[src/verilog/pwft_pkg.sv]
// constants, types and helpers shared by the pwm frequency and edge timing block
`default_nettype none

package pwft_pkg;

    localparam int REG_W      = 8;
    localparam int CODE_W     = 6;
    localparam int EDGE_W     = 12;
    localparam int EDGE_HI_W  = 8;
    localparam int EDGE_LO_W  = 4;
    localparam int IDX_W      = 8;
    localparam int TICK_W     = 13;
    localparam int ADDR_IDX_LSB = 2;

    // register indices; byte address is four times the index
    localparam logic [IDX_W-1:0] IDX_FREQ_SEL = 8'h40;
    localparam logic [IDX_W-1:0] IDX_EDGE_HI  = 8'h41;
    localparam logic [IDX_W-1:0] IDX_EDGE_SET = 8'h42;
    localparam logic [IDX_W-1:0] IDX_STATUS   = 8'h50;

    // field positions
    localparam int FREQ_CODE_LSB = 0;
    localparam int FREQ_RSVD_LSB = 6;
    localparam int FREQ_RSVD_W   = 2;
    localparam int EDGE_LO_LSB   = 4;
    localparam int MOD_EN_BIT    = 3;
    localparam int SIGN_BIT      = 2;
    localparam int SET_RSVD_LSB  = 0;
    localparam int SET_RSVD_W    = 2;
    localparam int STS_RESONANT_BIT = 0;
    localparam int STS_UNDEF_BIT    = 1;
    localparam int STS_RSVD_BIT     = 2;
    localparam int STS_RUN_BIT      = 3;
    localparam int STS_EDGE_LSB     = 16;

    // reset values
    localparam logic [REG_W-1:0] RST_FREQ_SEL = 8'h00;
    localparam logic [REG_W-1:0] RST_EDGE_HI  = 8'h00;
    localparam logic [REG_W-1:0] RST_EDGE_SET = 8'h00;

    // frequency codes
    localparam logic [CODE_W-1:0] CODE_RESONANT    = 6'h3F;
    localparam logic [CODE_W-1:0] CODE_MAX_DEFINED = 6'h36;

    // timing: edge step and clock period in picoseconds
    localparam int STEP_PS       = 5000;
    localparam int CLK_PERIOD_PS = 20000;
    localparam int TICKS_PER_CLK = CLK_PERIOD_PS / STEP_PS;
    localparam int OCT_SLOTS     = 32;
    localparam int TOP_SHIFT     = 7;

    localparam logic [1:0] HTRANS_NONSEQ = 2'h2;
    localparam logic       HRESP_OKAY    = 1'h0;

    typedef struct packed {
        logic             valid;
        logic             write;
        logic [IDX_W-1:0] idx;
    } pwft_bus_req_t;

    typedef struct packed {
        logic [CODE_W-1:0] code;
        logic [EDGE_W-1:0] edge_time;
        logic              mod_en;
        logic              sign;
    } pwft_cfg_t;

    typedef enum logic [1:0] {
        ST_HALT = 2'b01,
        ST_RUN  = 2'b10
    } pwft_state_t;

    // period in 5 ns steps: 32 slots per octave, each octave halves the step;
    // the top octave moves two slots per code, so it ends at 20 slots
    function automatic logic [TICK_W-1:0] pwft_period_ticks(input logic [CODE_W-1:0] code);
        logic [CODE_W-1:0] c;
        logic [5:0]        slots;
        logic [5:0]        dec;
        c = (code > CODE_MAX_DEFINED) ? CODE_MAX_DEFINED : code;
        dec = (&c[5:4]) ? {1'b0, c[3:0], 1'b0} : {2'h0, c[3:0]};
        slots = 6'(OCT_SLOTS) - dec;
        pwft_period_ticks = TICK_W'({7'h00, slots} << (TOP_SHIFT - int'(c[5:4])));
    endfunction : pwft_period_ticks

    function automatic logic pwft_hit(input logic [TICK_W-1:0] cnt,
                                      input logic [EDGE_W-1:0] t);
        pwft_hit = ({1'b0, t} >= cnt) && ({1'b0, t} < cnt + TICK_W'(TICKS_PER_CLK));
    endfunction : pwft_hit

endpackage : pwft_pkg

`default_nettype wire

[src/verilog/pwft_period_gen.sv]
// period counter in 5 ns steps that marks period starts and the first edge
`timescale 1ns/1ps
`default_nettype none

module pwft_period_gen
    import pwft_pkg::*;
(
    input  wire logic      hclk,
    input  wire logic      hresetn,
    input  wire logic      ce,
    input  wire pwft_cfg_t cfg,
    output var  logic      wrap,
    output var  logic      period_start_r,
    output var  logic      edge_strobe_r,
    output var  logic      running_r
);

    pwft_state_t       state_r;
    pwft_state_t       state_nxt;
    logic [TICK_W-1:0] cnt_r;
    logic [TICK_W-1:0] cnt_nxt;
    logic [TICK_W-1:0] period;
    logic              start_nxt;
    logic              strobe_nxt;

    assign period = pwft_period_ticks(cfg.code);

    always_comb begin
        state_nxt  = state_r;
        cnt_nxt    = cnt_r;
        start_nxt  = 1'b0;
        strobe_nxt = 1'b0;
        wrap       = 1'b0;
        unique case (state_r)
            ST_HALT: begin
                // resonant mode: no fixed period
                cnt_nxt = '0;
                if (cfg.code != CODE_RESONANT) begin
                    state_nxt = ST_RUN;
                    start_nxt = 1'b1;
                end
            end
            ST_RUN: begin
                if (cfg.code == CODE_RESONANT) begin
                    // stop at once, no fixed-period strobes while resonant
                    state_nxt = ST_HALT;
                    cnt_nxt   = '0;
                end else begin
                    // edge placed to 5 ns within the 20 ns clock slot
                    strobe_nxt = pwft_hit(cnt_r, cfg.edge_time);
                    if (cnt_r + TICK_W'(TICKS_PER_CLK) >= period) begin
                        cnt_nxt   = '0;
                        wrap      = 1'b1;
                        start_nxt = 1'b1;
                    end else begin
                        cnt_nxt = cnt_r + TICK_W'(TICKS_PER_CLK);
                    end
                end
            end
            default: begin
                state_nxt = ST_HALT;
                cnt_nxt   = '0;
            end
        endcase
    end

    always_ff @(posedge hclk or negedge hresetn) begin
        if (!hresetn) begin
            state_r        <= ST_HALT;
            cnt_r          <= '0;
            period_start_r <= 1'b0;
            edge_strobe_r  <= 1'b0;
            running_r      <= 1'b0;
        end else if (ce) begin
            state_r        <= state_nxt;
            cnt_r          <= cnt_nxt;
            period_start_r <= start_nxt;
            edge_strobe_r  <= strobe_nxt;
            running_r      <= (state_nxt == ST_RUN);
        end
    end

endmodule : pwft_period_gen

`default_nettype wire

[src/verilog/pwft_top.sv]
// ahb-lite register block and period timing for the main pwm outputs
//
// Behaviour
// - 6-bit frequency code, 48.8 kHz up to 625 kHz; all ones selects resonant mode.
// - 8-bit register holds the upper eight bits of the 12-bit first-edge time.
// - first-edge time is always the high byte joined with the companion nibble.
// - each first-edge unit is one 5 ns step.
// - low four first-edge bits live in bits 7:4 of the companion register.
//
// The AHB-Lite register port was chosen for this implementation.
`timescale 1ns/1ps
`default_nettype none

module pwft_top
    import pwft_pkg::*;
(
    input  wire logic              hclk,
    input  wire logic              hresetn,
    input  wire logic              ce,
    input  wire logic              hsel,
    input  wire logic [31:0]       haddr,
    input  wire logic [1:0]        htrans,
    input  wire logic              hwrite,
    input  wire logic [2:0]        hsize,
    input  wire logic [31:0]       hwdata,
    input  wire logic              hready,
    output var  logic [31:0]       hrdata,
    output var  logic              hreadyout,
    output var  logic              hresp,
    output var  logic              main_period_start,
    output var  logic              first_edge_strobe,
    output var  logic [EDGE_W-1:0] first_edge_time,
    output var  logic              first_edge_modulate_en,
    output var  logic              first_edge_sign,
    output var  logic              resonant_mode
);

    // bus state
    pwft_bus_req_t    req_r;
    pwft_bus_req_t    req_nxt;
    logic [31:0]      rdata_r;
    logic [31:0]      rdata_nxt;

    // software registers
    logic [REG_W-1:0] freq_sel_r;
    logic [REG_W-1:0] freq_sel_nxt;
    logic [REG_W-1:0] edge_hi_r;
    logic [REG_W-1:0] edge_hi_nxt;
    logic [REG_W-1:0] edge_set_r;
    logic [REG_W-1:0] edge_set_nxt;
    logic             undef_r;
    logic             undef_nxt;
    logic             rsvd_r;
    logic             rsvd_nxt;

    // configuration in force for the running period
    pwft_cfg_t        active_r;
    pwft_cfg_t        active_nxt;
    pwft_cfg_t        staged;
    logic             resonant_r;
    logic             resonant_nxt;

    logic             wr_en;
    logic             wr_freq;
    logic             wr_hi;
    logic             wr_set;
    logic             wr_sts;
    logic [REG_W-1:0] wbyte;
    logic             gen_wrap;
    logic             gen_running;

    if (TICKS_PER_CLK < 1 || CLK_PERIOD_PS % STEP_PS != 0) begin : g_bad_step
        $error("clock period must be a whole number of edge steps");
    end
    if (EDGE_HI_W + EDGE_LO_W != EDGE_W) begin : g_bad_edge
        $error("edge time halves must add to the full width");
    end

    function automatic logic pwft_is_idx(input pwft_bus_req_t r,
                                         input logic [IDX_W-1:0] idx);
        pwft_is_idx = r.valid && (r.idx == idx);
    endfunction : pwft_is_idx

    function automatic logic [31:0] pwft_read(input logic [IDX_W-1:0] idx,
                                              input logic [REG_W-1:0] fs,
                                              input logic [REG_W-1:0] hi,
                                              input logic [REG_W-1:0] st,
                                              input logic [31:0]      sts);
        logic [31:0] d;
        d = '0;
        unique case (idx)
            IDX_FREQ_SEL: d[REG_W-1:0] = fs;
            IDX_EDGE_HI:  d[REG_W-1:0] = hi;
            IDX_EDGE_SET: d[REG_W-1:0] = st;
            IDX_STATUS:   d = sts;
            default:      d = '0;
        endcase
        pwft_read = d;
    endfunction : pwft_read

    // address phase capture and data phase write decode
    always_comb begin
        req_nxt.valid = hsel && hready && (htrans == HTRANS_NONSEQ);
        req_nxt.write = hwrite;
        req_nxt.idx   = haddr[ADDR_IDX_LSB +: IDX_W];
        if (!req_nxt.valid) begin
            req_nxt.write = 1'b0;
            req_nxt.idx   = '0;
        end
        if (|haddr[31:ADDR_IDX_LSB+IDX_W]) begin
            req_nxt.idx = '1;
        end
    end

    assign wr_en   = req_r.valid && req_r.write;
    assign wbyte   = hwdata[REG_W-1:0];
    assign wr_freq = wr_en && pwft_is_idx(req_r, IDX_FREQ_SEL);
    assign wr_hi   = wr_en && pwft_is_idx(req_r, IDX_EDGE_HI);
    assign wr_set  = wr_en && pwft_is_idx(req_r, IDX_EDGE_SET);
    assign wr_sts  = wr_en && pwft_is_idx(req_r, IDX_STATUS);

    // register writes and sticky flags
    always_comb begin
        freq_sel_nxt = freq_sel_r;
        edge_hi_nxt  = edge_hi_r;
        edge_set_nxt = edge_set_r;
        undef_nxt    = undef_r;
        rsvd_nxt     = rsvd_r;
        if (wr_freq) begin
            freq_sel_nxt = wbyte;
        end
        if (wr_hi) begin
            edge_hi_nxt = wbyte;
        end
        if (wr_set) begin
            edge_set_nxt = wbyte;
        end
        // write one to clear; a new event in the same cycle still sets
        if (wr_sts && wbyte[STS_UNDEF_BIT]) begin
            undef_nxt = 1'b0;
        end
        if (wr_sts && wbyte[STS_RSVD_BIT]) begin
            rsvd_nxt = 1'b0;
        end
        // flags record software breaking its side of the contract
        if (wr_freq && wbyte[CODE_W-1:0] > CODE_MAX_DEFINED
                    && wbyte[CODE_W-1:0] != CODE_RESONANT) begin
            undef_nxt = 1'b1;
        end
        if ((wr_freq && |wbyte[FREQ_RSVD_LSB +: FREQ_RSVD_W])
            || (wr_set && |wbyte[SET_RSVD_LSB +: SET_RSVD_W])) begin
            rsvd_nxt = 1'b1;
        end
    end

    // read data, with the write being committed this cycle forwarded
    always_comb begin
        logic [REG_W-1:0] fs;
        logic [REG_W-1:0] hi;
        logic [REG_W-1:0] st;
        logic [31:0]      sts;
        fs  = freq_sel_nxt;
        hi  = edge_hi_nxt;
        st  = edge_set_nxt;
        sts = '0;
        sts[STS_RESONANT_BIT]          = resonant_r;
        sts[STS_UNDEF_BIT]             = undef_nxt;
        sts[STS_RSVD_BIT]              = rsvd_nxt;
        sts[STS_RUN_BIT]               = gen_running;
        sts[STS_EDGE_LSB +: EDGE_W]    = active_r.edge_time;
        rdata_nxt = rdata_r;
        if (req_nxt.valid && !req_nxt.write) begin
            rdata_nxt = pwft_read(req_nxt.idx, fs, hi, st, sts);
        end
    end

    // staged settings are taken only at a period boundary or while the counter is halted so a period never
    // mixes old and new timing; the edge time is never split across halves
    always_comb begin
        staged.code      = freq_sel_r[FREQ_CODE_LSB +: CODE_W];
        staged.edge_time = {edge_hi_r, edge_set_r[EDGE_LO_LSB +: EDGE_LO_W]};
        staged.mod_en    = edge_set_r[MOD_EN_BIT];
        staged.sign      = edge_set_r[SIGN_BIT];
        active_nxt       = active_r;
        if (gen_wrap || !gen_running) begin
            active_nxt = staged;
        end
        resonant_nxt = (active_nxt.code == CODE_RESONANT);
    end

    // bus side keeps answering while ce is low so no transfer is lost
    always_ff @(posedge hclk or negedge hresetn) begin
        if (!hresetn) begin
            req_r      <= '0;
            rdata_r    <= '0;
            freq_sel_r <= RST_FREQ_SEL;
            edge_hi_r  <= RST_EDGE_HI;
            edge_set_r <= RST_EDGE_SET;
            undef_r    <= 1'b0;
            rsvd_r     <= 1'b0;
        end else begin
            req_r      <= req_nxt;
            rdata_r    <= rdata_nxt;
            freq_sel_r <= freq_sel_nxt;
            edge_hi_r  <= edge_hi_nxt;
            edge_set_r <= edge_set_nxt;
            undef_r    <= undef_nxt;
            rsvd_r     <= rsvd_nxt;
        end
    end

    always_ff @(posedge hclk or negedge hresetn) begin
        if (!hresetn) begin
            active_r   <= '{code: RST_FREQ_SEL[CODE_W-1:0],
                            edge_time: '0, mod_en: 1'b0, sign: 1'b0};
            resonant_r <= 1'b0;
        end else if (ce) begin
            active_r   <= active_nxt;
            resonant_r <= resonant_nxt;
        end
    end

    // auxiliary output period is elsewhere; this counter feeds main outputs only
    pwft_period_gen u_gen (
        .hclk           (hclk),
        .hresetn        (hresetn),
        .ce             (ce),
        .cfg            (active_r),
        .wrap           (gen_wrap),
        .period_start_r (main_period_start),
        .edge_strobe_r  (first_edge_strobe),
        .running_r      (gen_running)
    );

    assign hrdata                 = rdata_r;
    assign hreadyout              = 1'b1;
    assign hresp                  = HRESP_OKAY;
    assign first_edge_time        = active_r.edge_time;
    assign first_edge_modulate_en = active_r.mod_en;
    assign first_edge_sign        = active_r.sign;
    assign resonant_mode          = resonant_r;

endmodule : pwft_top

`default_nettype wire

[config.mk]
export PLATFORM = sky130hd
export DESIGN_NAME = pwft_top
export DESIGN_NICKNAME = d
export VERILOG_FILES = /design/src/verilog/pwft_pkg.sv /design/src/verilog/pwft_period_gen.sv /design/src/verilog/pwft_top.sv
export SDC_FILE = /design/constraint.sdc
export NUM_CORES = 1
export LEC_CHECK = 0
export BUFFER_PORTS_ARGS = -buffer_cell sky130_fd_sc_hd__buf_2
export CORE_UTILIZATION = 40
export CTS_CLUSTER_DIAMETER = 100
export DETAILED_ROUTE_END_ITERATION = 16
export PLACE_DENSITY = 0.61
export SLEW_MARGIN = 20
export SYNTH_ARGS = -nofsm -noshare
export SYNTH_HDL_FRONTEND = slang
export SYNTH_SLANG_ARGS = --single-unit
[constraint.sdc]
create_clock -name hclk -period 6.4 [get_ports hclk]
set_input_delay 0.32 -clock hclk [delete_from_list [all_inputs] [get_ports hclk]]
set_output_delay 0.32 -clock hclk [all_outputs]
set_load 0.02 [all_outputs]
==> summary.txt, run 1 <==
Floorplan
  • Core Box Area: 0.0129 mm^2
  • Die area: 0.0139 mm^2
  • Site row count: 41
  • Top-level I/O count: 126
  • Initial core utilization: 0.417
  • Die height: 118 um
  • Die width: 118 um

Synth
  • EDFF count, synth: 0
  • Synth top area cells: dfrtp_1 43%, mux2_2 9.2%, ha_1 7.7%
  • Top cell type's share of synthesized area: 0.428
  • Sequential fraction of the synthesis area: 0.433
  • Yosys reg bits: 93
  • Yosys cell types: 57
  • Main flop type after synthesis: dfrtp_1
  • Synth async-reset ratio: 1.00
  • Yosys warns: 0
  • Synthesized instance count: 531
  • Avg Inst Size Synth: 10.1 um^2
  • Largest area contributor in the netlist: dfrtp_1
  • Synthesized area: 0.00537 mm^2

Power
  • Power density over cell area: 306 mW/mm^2
  • Max rail drop VDD: 0.000159 V
  • Leak: 2.76 nW

Timing
  • Fin Setup TNS: 0 ns
  • Shortest period the worst path allows: 4.84 ns
  • RSZ-0062 raised after global routing: no
  • Slew @ Worst Pin: 0.853 ns
  • Worst Skew: 0.00678 ns
  • Final worst-path cycle share: 0.757
  • Final hold vios: 0
  • Slew headroom: 0.431
  • Max Slew Vio Count: 0
  • Fmax: 0.206 GHz
  • Final setup viols: 0

Placed design
  • Post-DP HPWL: 9470 um
  • GPL Wtd Cong: 0.813
  • Placed Cells: 756
  • Port bufs: 82

GRT
  • Vias in the first global route: 4152
  • Largest net degree at the start of global routing: 80
  • Antenna violations before repair: 0
  • GRT Resource Usage Total: 0.186
  • First-pass GRT wire length: 20700 um
  • Remaining Overflow, GRT: 0

Critical path
  • CP Data Required Time: 6.63 ns
  • Critical path type: flip-flop to flip-flop
  • Startpoint types: flip-flop
  • Crit path DAT: 5.07 ns
  • CP Capture Type: flip-flop
  • Max FO, Critical Path: 20

Clock tree
  • Clock slew at the register clock pins of the worst setup and hold paths: 0.07 ns
  • TritonCTS clock tree: yes
  • Sink Count: 93
  • Root buffer cell: clkbuf_16
  • H-tree depth: 3
  • Clock latency at the later pin of the worst-skew pair: 0.35 ns
  • Cts bufs inserted: 9
  • Number of setup buffers added after CTS: 0
  • Clock buffer depth: 2

Layout
  • N_diodes: 0
  • Multi-input gate area: 0.00270 mm^2
  • Nets: 705
  • Layout cells sized above 1: 0.248
  • Fin cells: 773
  • Sequential cell area: 0.00233 mm^2
  • Area Overhead vs Synth: 14.3%
  • Fill count: 1195

Detailed routing
  • Remaining antenna violation count: 0
  • Routed vias/inst: 5.42
  • Routed WL: 12500 um
  • DRC Markers: 0
  • Via count: 4186
  • Avg WL per Cell: 16.2 um
  • Starting DRC count in detailed routing: 233
  • First drt pass iteration count: 4

Min path
  • Hold WC Path Type: input pin to flip-flop

Run status
  • Run status: completed

Job
  • Max_cap viols: 0
## metal layers
| layer | vias up | global-route usage | part of all wire |
|---|---|---|---|
| li1 | 2024 | - | - |
| met1 | 2016 | 0.245 | 0.45 |
| met2 | 129 | 0.304 | 0.48 |
| met3 | 17 | 0.0441 | 0.055 |
| met4 | 0 | 0.0537 | 0.015 |
| met5 | - | 0 | 0 |
## cell families after synthesis
logic type,Yosys count,synth area share
and+or+nand+nor,149,0.150
AOI/OAI and AO/OA,115,0.143
DFF,93,0.433
buffers and inverters,78,0.0733
muxes,50,0.103
adders and majority gates,34,0.0787
xor gates and xnor gates,10,0.0163
other,2,0.00140
## Yosys cell counts, drive strengths merged, types with 6 or more instances
library cell and instances:
inv 35, mux2i 6, a31oi 7, a22o 13, a21oi 21, buf 31
nand2b 9, nand3 19, nand4 12, ha 33, nand2 47, o21ai 27
mux2 44, dfrtp 92, clkbuf 12, o211ai 7, nor2 22, nor4 9
xnor2 9, a21o 6
## critical path, stage by stage (launching register included)
cell and delay [ns]:
dfrtp_1 0.70, nand2_1 0.29, a2111oi_0 0.44, a21oi_1 0.09, ha_1 0.28, nor2_1 0.15, nor3b_1 0.07, a21oi_1 0.16
o21ai_0 0.11, a21oi_1 0.17, ha_1 0.27, a21o_1 0.17, a211oi_1 0.23, a31oi_1 0.23, o21ai_0 0.25, a21o_1 0.69
mux2_2 0.42
## power breakdown
part	total [mW]	switching [mW]	leakage (nW)	internal (mW)
Combinational	0.542	0.302	1.46	0.240
Clock	0.579	0.234	0.158	0.345
Sequential	0.758	0.107	1.14	0.651
Total	1.88	0.643	2.76	1.24
## stage by stage
step	cell area, um^2	total power [mW]	setup WS (ns)	hold WS, ns	utilization
floorplan	5420	1.17	2.78	0.0244	-
global placement	5800	1.28	1.85	0.190	0.450
detailed placement	5800	1.31	1.66	0.193	0.450
CTS	6120	1.89	1.61	0.175	0.476
global route	6140	2.00	1.22	0.189	0.477
finish	6140	1.88	1.56	0.186	0.477
## sequential cells by signal (all words and copies together) (netlist names), 2 cells and up
signal	count
u_gen.state_r	2
edge_hi_r	8
req_r	10
u_gen.cnt_r	11
edge_set_r	8
active_r	6
first_edge_time	12
freq_sel_r	8
hrdata	20
## placed cells by master, fill, tap and decap left out, types with 15 or more instances in the layout
cell      n
ha_1     33
inv_1    35
conb_1   15
nand2_1  47
nor2_1   22
nand3_1  18
dfrtp_1  92
o21ai_0  25
a21oi_1  21
mux2_2   44
buf_2    81
## area by class of cell
type                            count  share of cell area
Inverter                           35              0.0214
Tap cell                          172              0.0350
Timing Repair Buffer               85              0.0733
Clock buffer                        9              0.0367
Clock inverter                      6              0.0153
Multi-Input combinational cell    373               0.439
Sequential cell                    93               0.379
## worst paths after layout
kind,startpoint,endpoint,slack [ns],cells after the start
worst max-delay path,active_r[18]$_DFFE_PN0P_,first_edge_time[8]$_DFFE_PN0P_,1.56,16
worst min-delay path,haddr[4],req_r[2]$_DFF_PN0_,0.19,3
worst max register to register,active_r[18]$_DFFE_PN0P_,first_edge_time[8]$_DFFE_PN0P_,1.56,16
worst min register to register,hrdata[0]$_DFFE_PN0P_,hrdata[0]$_DFFE_PN0P_,0.48,2
max in group asynchronous,hresetn,hrdata[24]$_DFFE_PN0P_,5.06,4
min in group asynchronous,hresetn,u_gen.cnt_r[7]$_DFFE_PN0P_,0.37,2
## timing repair
action | 4_1_cts | 5_1_grt
gates resized for setup | 0 | 0
hold buffers | 1 | 0
hold endpoints to repair | 13 | 0
No activity file was read; power rests on OpenSTA's default activity.
==> run 2, diff against run 1 <==
ABC_AREA = 1   (was not set)
PLACE_DENSITY = 0.64   (was 0.61)
clock period = 3.9 ns   (was 6.4 ns; I/O delays follow)
==> run 2 against run 1 <==
Compared with the run above:
- total power is 34% higher
- worst setup slack got worse by 1.0 ns
- fmax increased by 43%
- critical path type unchanged
- die area rose by 1.7%
- first-iteration DRC count decreased by 28%
- cell count grew 21%
- via count rose by 8.4%
- hold slack got worse by 0.22 ns
- the flow now finishes with violations (hold timing)
- largest cell class unchanged
==> summary.txt, run 2 <==
Timing
  • RSZ-0062 raised after global routing: no
  • Slew headroom: 0.408 (-0.0226)
  • Worst hold slack: -0.0294 ns (-0.216 ns)
  • Fin Setup TNS: 0 ns (unchanged)
  • Final hold vios: 37 (+37)
  • Worst Skew: 0.00582 ns (-0.000965 ns)
  • Final setup viols: 0 (unchanged)
  • Slew @ Worst Pin: 0.882 ns (+0.0284 ns)
  • Final worst-path cycle share: 0.869 (+0.112)
  • Max Slew Vio Count: 0 (unchanged)
  • Shortest period the worst path allows: 3.39 ns (-1.46 ns)
  • Fmax: 0.295 GHz (+43%)

Floorplan
  • Core Box Area: 0.0133 mm^2 (+3.3%)
  • Die height: 119 um (+0.85%)
  • Initial core utilization: 0.411 (-0.00610)
  • Die area: 0.0141 mm^2 (+1.7%)
  • Site row count: 42 (+2.4%)
  • Die width: 119 um (+0.85%)
  • Top-level I/O count: 126 (unchanged)

Detailed routing
  • Via count: 4539 (+8.4%)
  • Routed vias/inst: 4.85 (-10%)
  • Remaining antenna violation count: 0 (unchanged)
  • First drt pass iteration count: 4 (unchanged)
  • Routed WL: 12700 um (+1.4%)
  • Starting DRC count in detailed routing: 168 (-28%)
  • Avg WL per Cell: 13.5 um (-16%)
  • DRC Markers: 0 (unchanged)

Clock tree
  • H-tree depth: 3 (unchanged)
  • Clock latency at the later pin of the worst-skew pair: 0.34 ns (about the same)
  • Clock buffer depth: 2 (unchanged)
  • Number of setup buffers added after CTS: 0 (unchanged)
  • Cts bufs inserted: 9 (unchanged)
  • TritonCTS clock tree: yes
  • Sink Count: 93 (unchanged)
  • Root buffer cell: clkbuf_16
  • Clock slew at the register clock pins of the worst setup and hold paths: 0.07 ns (about the same)

Power
  • Total power draw: 2.52 mW (+34%)
  • Leak: 3.17 nW (+15%)
  • Max rail drop VDD: 0.000289 V (+82%)
  • Power density over cell area: 408 mW/mm^2 (+33%)

Synth
  • EDFF count, synth: 0 (unchanged)
  • Synth Area in Compound Gates: 0.122 (-0.0210)
  • Mux contribution to synthesized area: 0.00183 (-0.102)
  • Synth top area cells: dfrtp_1 42%, nand2_1 11%, ha_1 7.6%
  • Synthesized area: 0.00547 mm^2 (+1.7%)
  • Post-synthesis simple-gate area fraction: 0.245 (+0.0949)
  • Avg Inst Size Synth: 7.97 um^2 (-21%)
  • Yosys reg bits: 93 (unchanged)
  • Yosys cell types: 44 (-23%)
  • Synth async-reset ratio: 1.00 (unchanged)
  • Largest family of logic cells by synthesized area: simple AND/OR/NAND/NOR gates
  • Sequential fraction of the synthesis area: 0.426 (-0.00744)
  • XOR/XNOR share of the synthesized area: 0.0128 (-0.00348)
  • Top cell type's share of synthesized area: 0.421 (-0.00735)
  • Post-Synth Adder-Cell Area: 0.0755 (-0.00318)
  • Yosys warns: 0 (unchanged)
  • Count leader, synth: nand2_1
  • Main flop type after synthesis: dfrtp_1
  • Commonest cells post-synth: 163 x nand2_1, 92 x dfrtp_1, 78 x inv_1
  • Largest area contributor in the netlist: dfrtp_1
  • Synthesized instance count: 686 (+29%)

Critical path
  • Max FO, Critical Path: 30 (+50%)
  • CP Launch Point: active_r[19]$_DFFE_PN0P_
  • Startpoint types: flip-flop
  • Critical path type: flip-flop to flip-flop
  • Crit path DAT: 3.62 ns (-1.45 ns)
  • R2R Path Start: active_r[19]$_DFFE_PN0P_
  • CP Data Required Time: 4.13 ns (-2.50 ns)
  • CP Capture Type: flip-flop

GRT
  • Vias in the first global route: 4525 (+9.0%)
  • First-pass GRT wire length: 21700 um (+4.8%)
  • GRT Resource Usage Total: 0.194 (+0.00795)
  • Antenna violations before repair: 0 (unchanged)
  • Largest net degree at the start of global routing: 71 (-11%)
  • Remaining Overflow, GRT: 0 (unchanged)

Layout
  • Fin cells: 936 (+21%)
  • Layout cells sized above 1: 0.175 (-0.0729)
  • Nets: 863 (+22%)
  • N_diodes: 0 (unchanged)
  • Max FFs per register: 20 (unchanged)
  • Design area: 0.00619 mm^2 (+0.69%)
  • Most frequent cells in the layout: 163 x nand2_1, 92 x dfrtp_1, 81 x buf_2, 78 x inv_1, 55 x o21ai_0
  • Area Overhead vs Synth: 13.2%
  • Commonest non-fill, non-tap cell in the layout: nand2_1

Min path
  • Hold WC Path Type: input pin to async pin

Run status
  • Run status: finished, violations left
  • Failing checks: hold timing

Placed design
  • DP Area: 0.00590 mm^2 (+1.7%)
  • GPL Wtd Cong: 0.859 (+5.7%)
  • Port bufs: 82 (unchanged)
  • Placed Cells: 920 (+22%)
  • Post-DP HPWL: 9560 um (+0.95%)

Job
  • Max_cap viols: 0 (unchanged)
[run 2: cell types whose count changed after synthesis, moves of 25 or more]
cell	before	now
nor2_1	22	47
nand3_1	18	53
o21ai_0	25	55
nand2_1	47	163
inv_1	35	78
mux2_2	44	0
[run 2: layout make-up]
| cell class | count | area (um^2) |
|---|---|---|
| multi-input combinational | 479 | 2560 |
| clock buffer | 11 | 243 |
| fill | 1354 | 7110 |
| inverter | 83 | 312 |
| timing repair buffer | 89 | 478 |
| tap | 176 | 220 |
| clock inverter | 5 | 43.8 |
| sequential | 93 | 2330 |
[run 2: kinds of logic (layout without fill, tap and decap cells)]
family,after synthesis,count (layout)
AOI/OAI and AO/OA,118,118
xor gates and xnor gates,8,8
adders and majority gates,33,33
buffers and inverters,127,188
DFF,93,93
muxes,1,1
other,2,15
and+or+nand+nor,304,304
[run 2: worst max-delay path: stages (launching register included)]
cell	delay [ns]
dfrtp_1	0.40
nand2_2	0.11
inv_2	0.06
nand2_2	0.09
nor2_4	0.04
nor2_1	0.08
nand2_1	0.10
nor2_1	0.15
inv_1	0.06
ha_1	0.22
xor2_1	0.19
nand2_1	0.06
o21ai_0	0.10
o21ai_0	0.12
ha_1	0.30
nand2_1	0.04
o21ai_0	0.15
nor2_1	0.08
o21bai_2	0.15
nand2_2	0.10
nand2_2	0.10
nand2_2	0.14
buf_12	0.22
nor2_1	0.13
a21oi_1	0.06
[run 2: per-layer routing]
metal,up-vias,GRT usage,share of wire
met2,107,0.316,0.44
li1,2341,-,-
met4,0,0.0736,0.025
met5,-,0,0
met1,2069,0.256,0.50
met3,22,0.0369,0.035
[run 2: power by group]
part           switching, mW  leakage [nW]  internal (mW)
registers             0.0665          1.05           1.03
clock network          0.388         0.134          0.458
logic                  0.368          1.98          0.216
total                  0.823          3.17           1.70
[run 2: final timing paths]
path | endpoint | slack [ns] | cells past startpoint
min | hrdata[22]$_DFFE_PN0P_ | -0.03 | 1
max | first_edge_time[5]$_DFFE_PN0P_ | 0.51 | 24
max reg2reg | first_edge_time[5]$_DFFE_PN0P_ | 0.51 | 24
max in group asynchronous | hrdata[5]$_DFFE_PN0P_ | 3.08 | 2
min in group hclk | req_r[8]$_DFF_PN0_ | 0.07 | 3
min reg2reg | hrdata[4]$_DFFE_PN0P_ | 0.48 | 2
[run 2: per-stage QoR]
step | setup slack, ns | utilization
after floorplan | 0.832 | -
after global placement | 0.469 | 0.444
after detailed placement | 0.461 | 0.444
after CTS | 0.437 | 0.465
after global routing | 0.0605 | 0.465
final | 0.512 | 0.465
[run 2: timing repair]
action,in CTS,in global routing
gates resized for setup,0,1
hold buffers,0,0
endpoints found under the setup margin,0,1
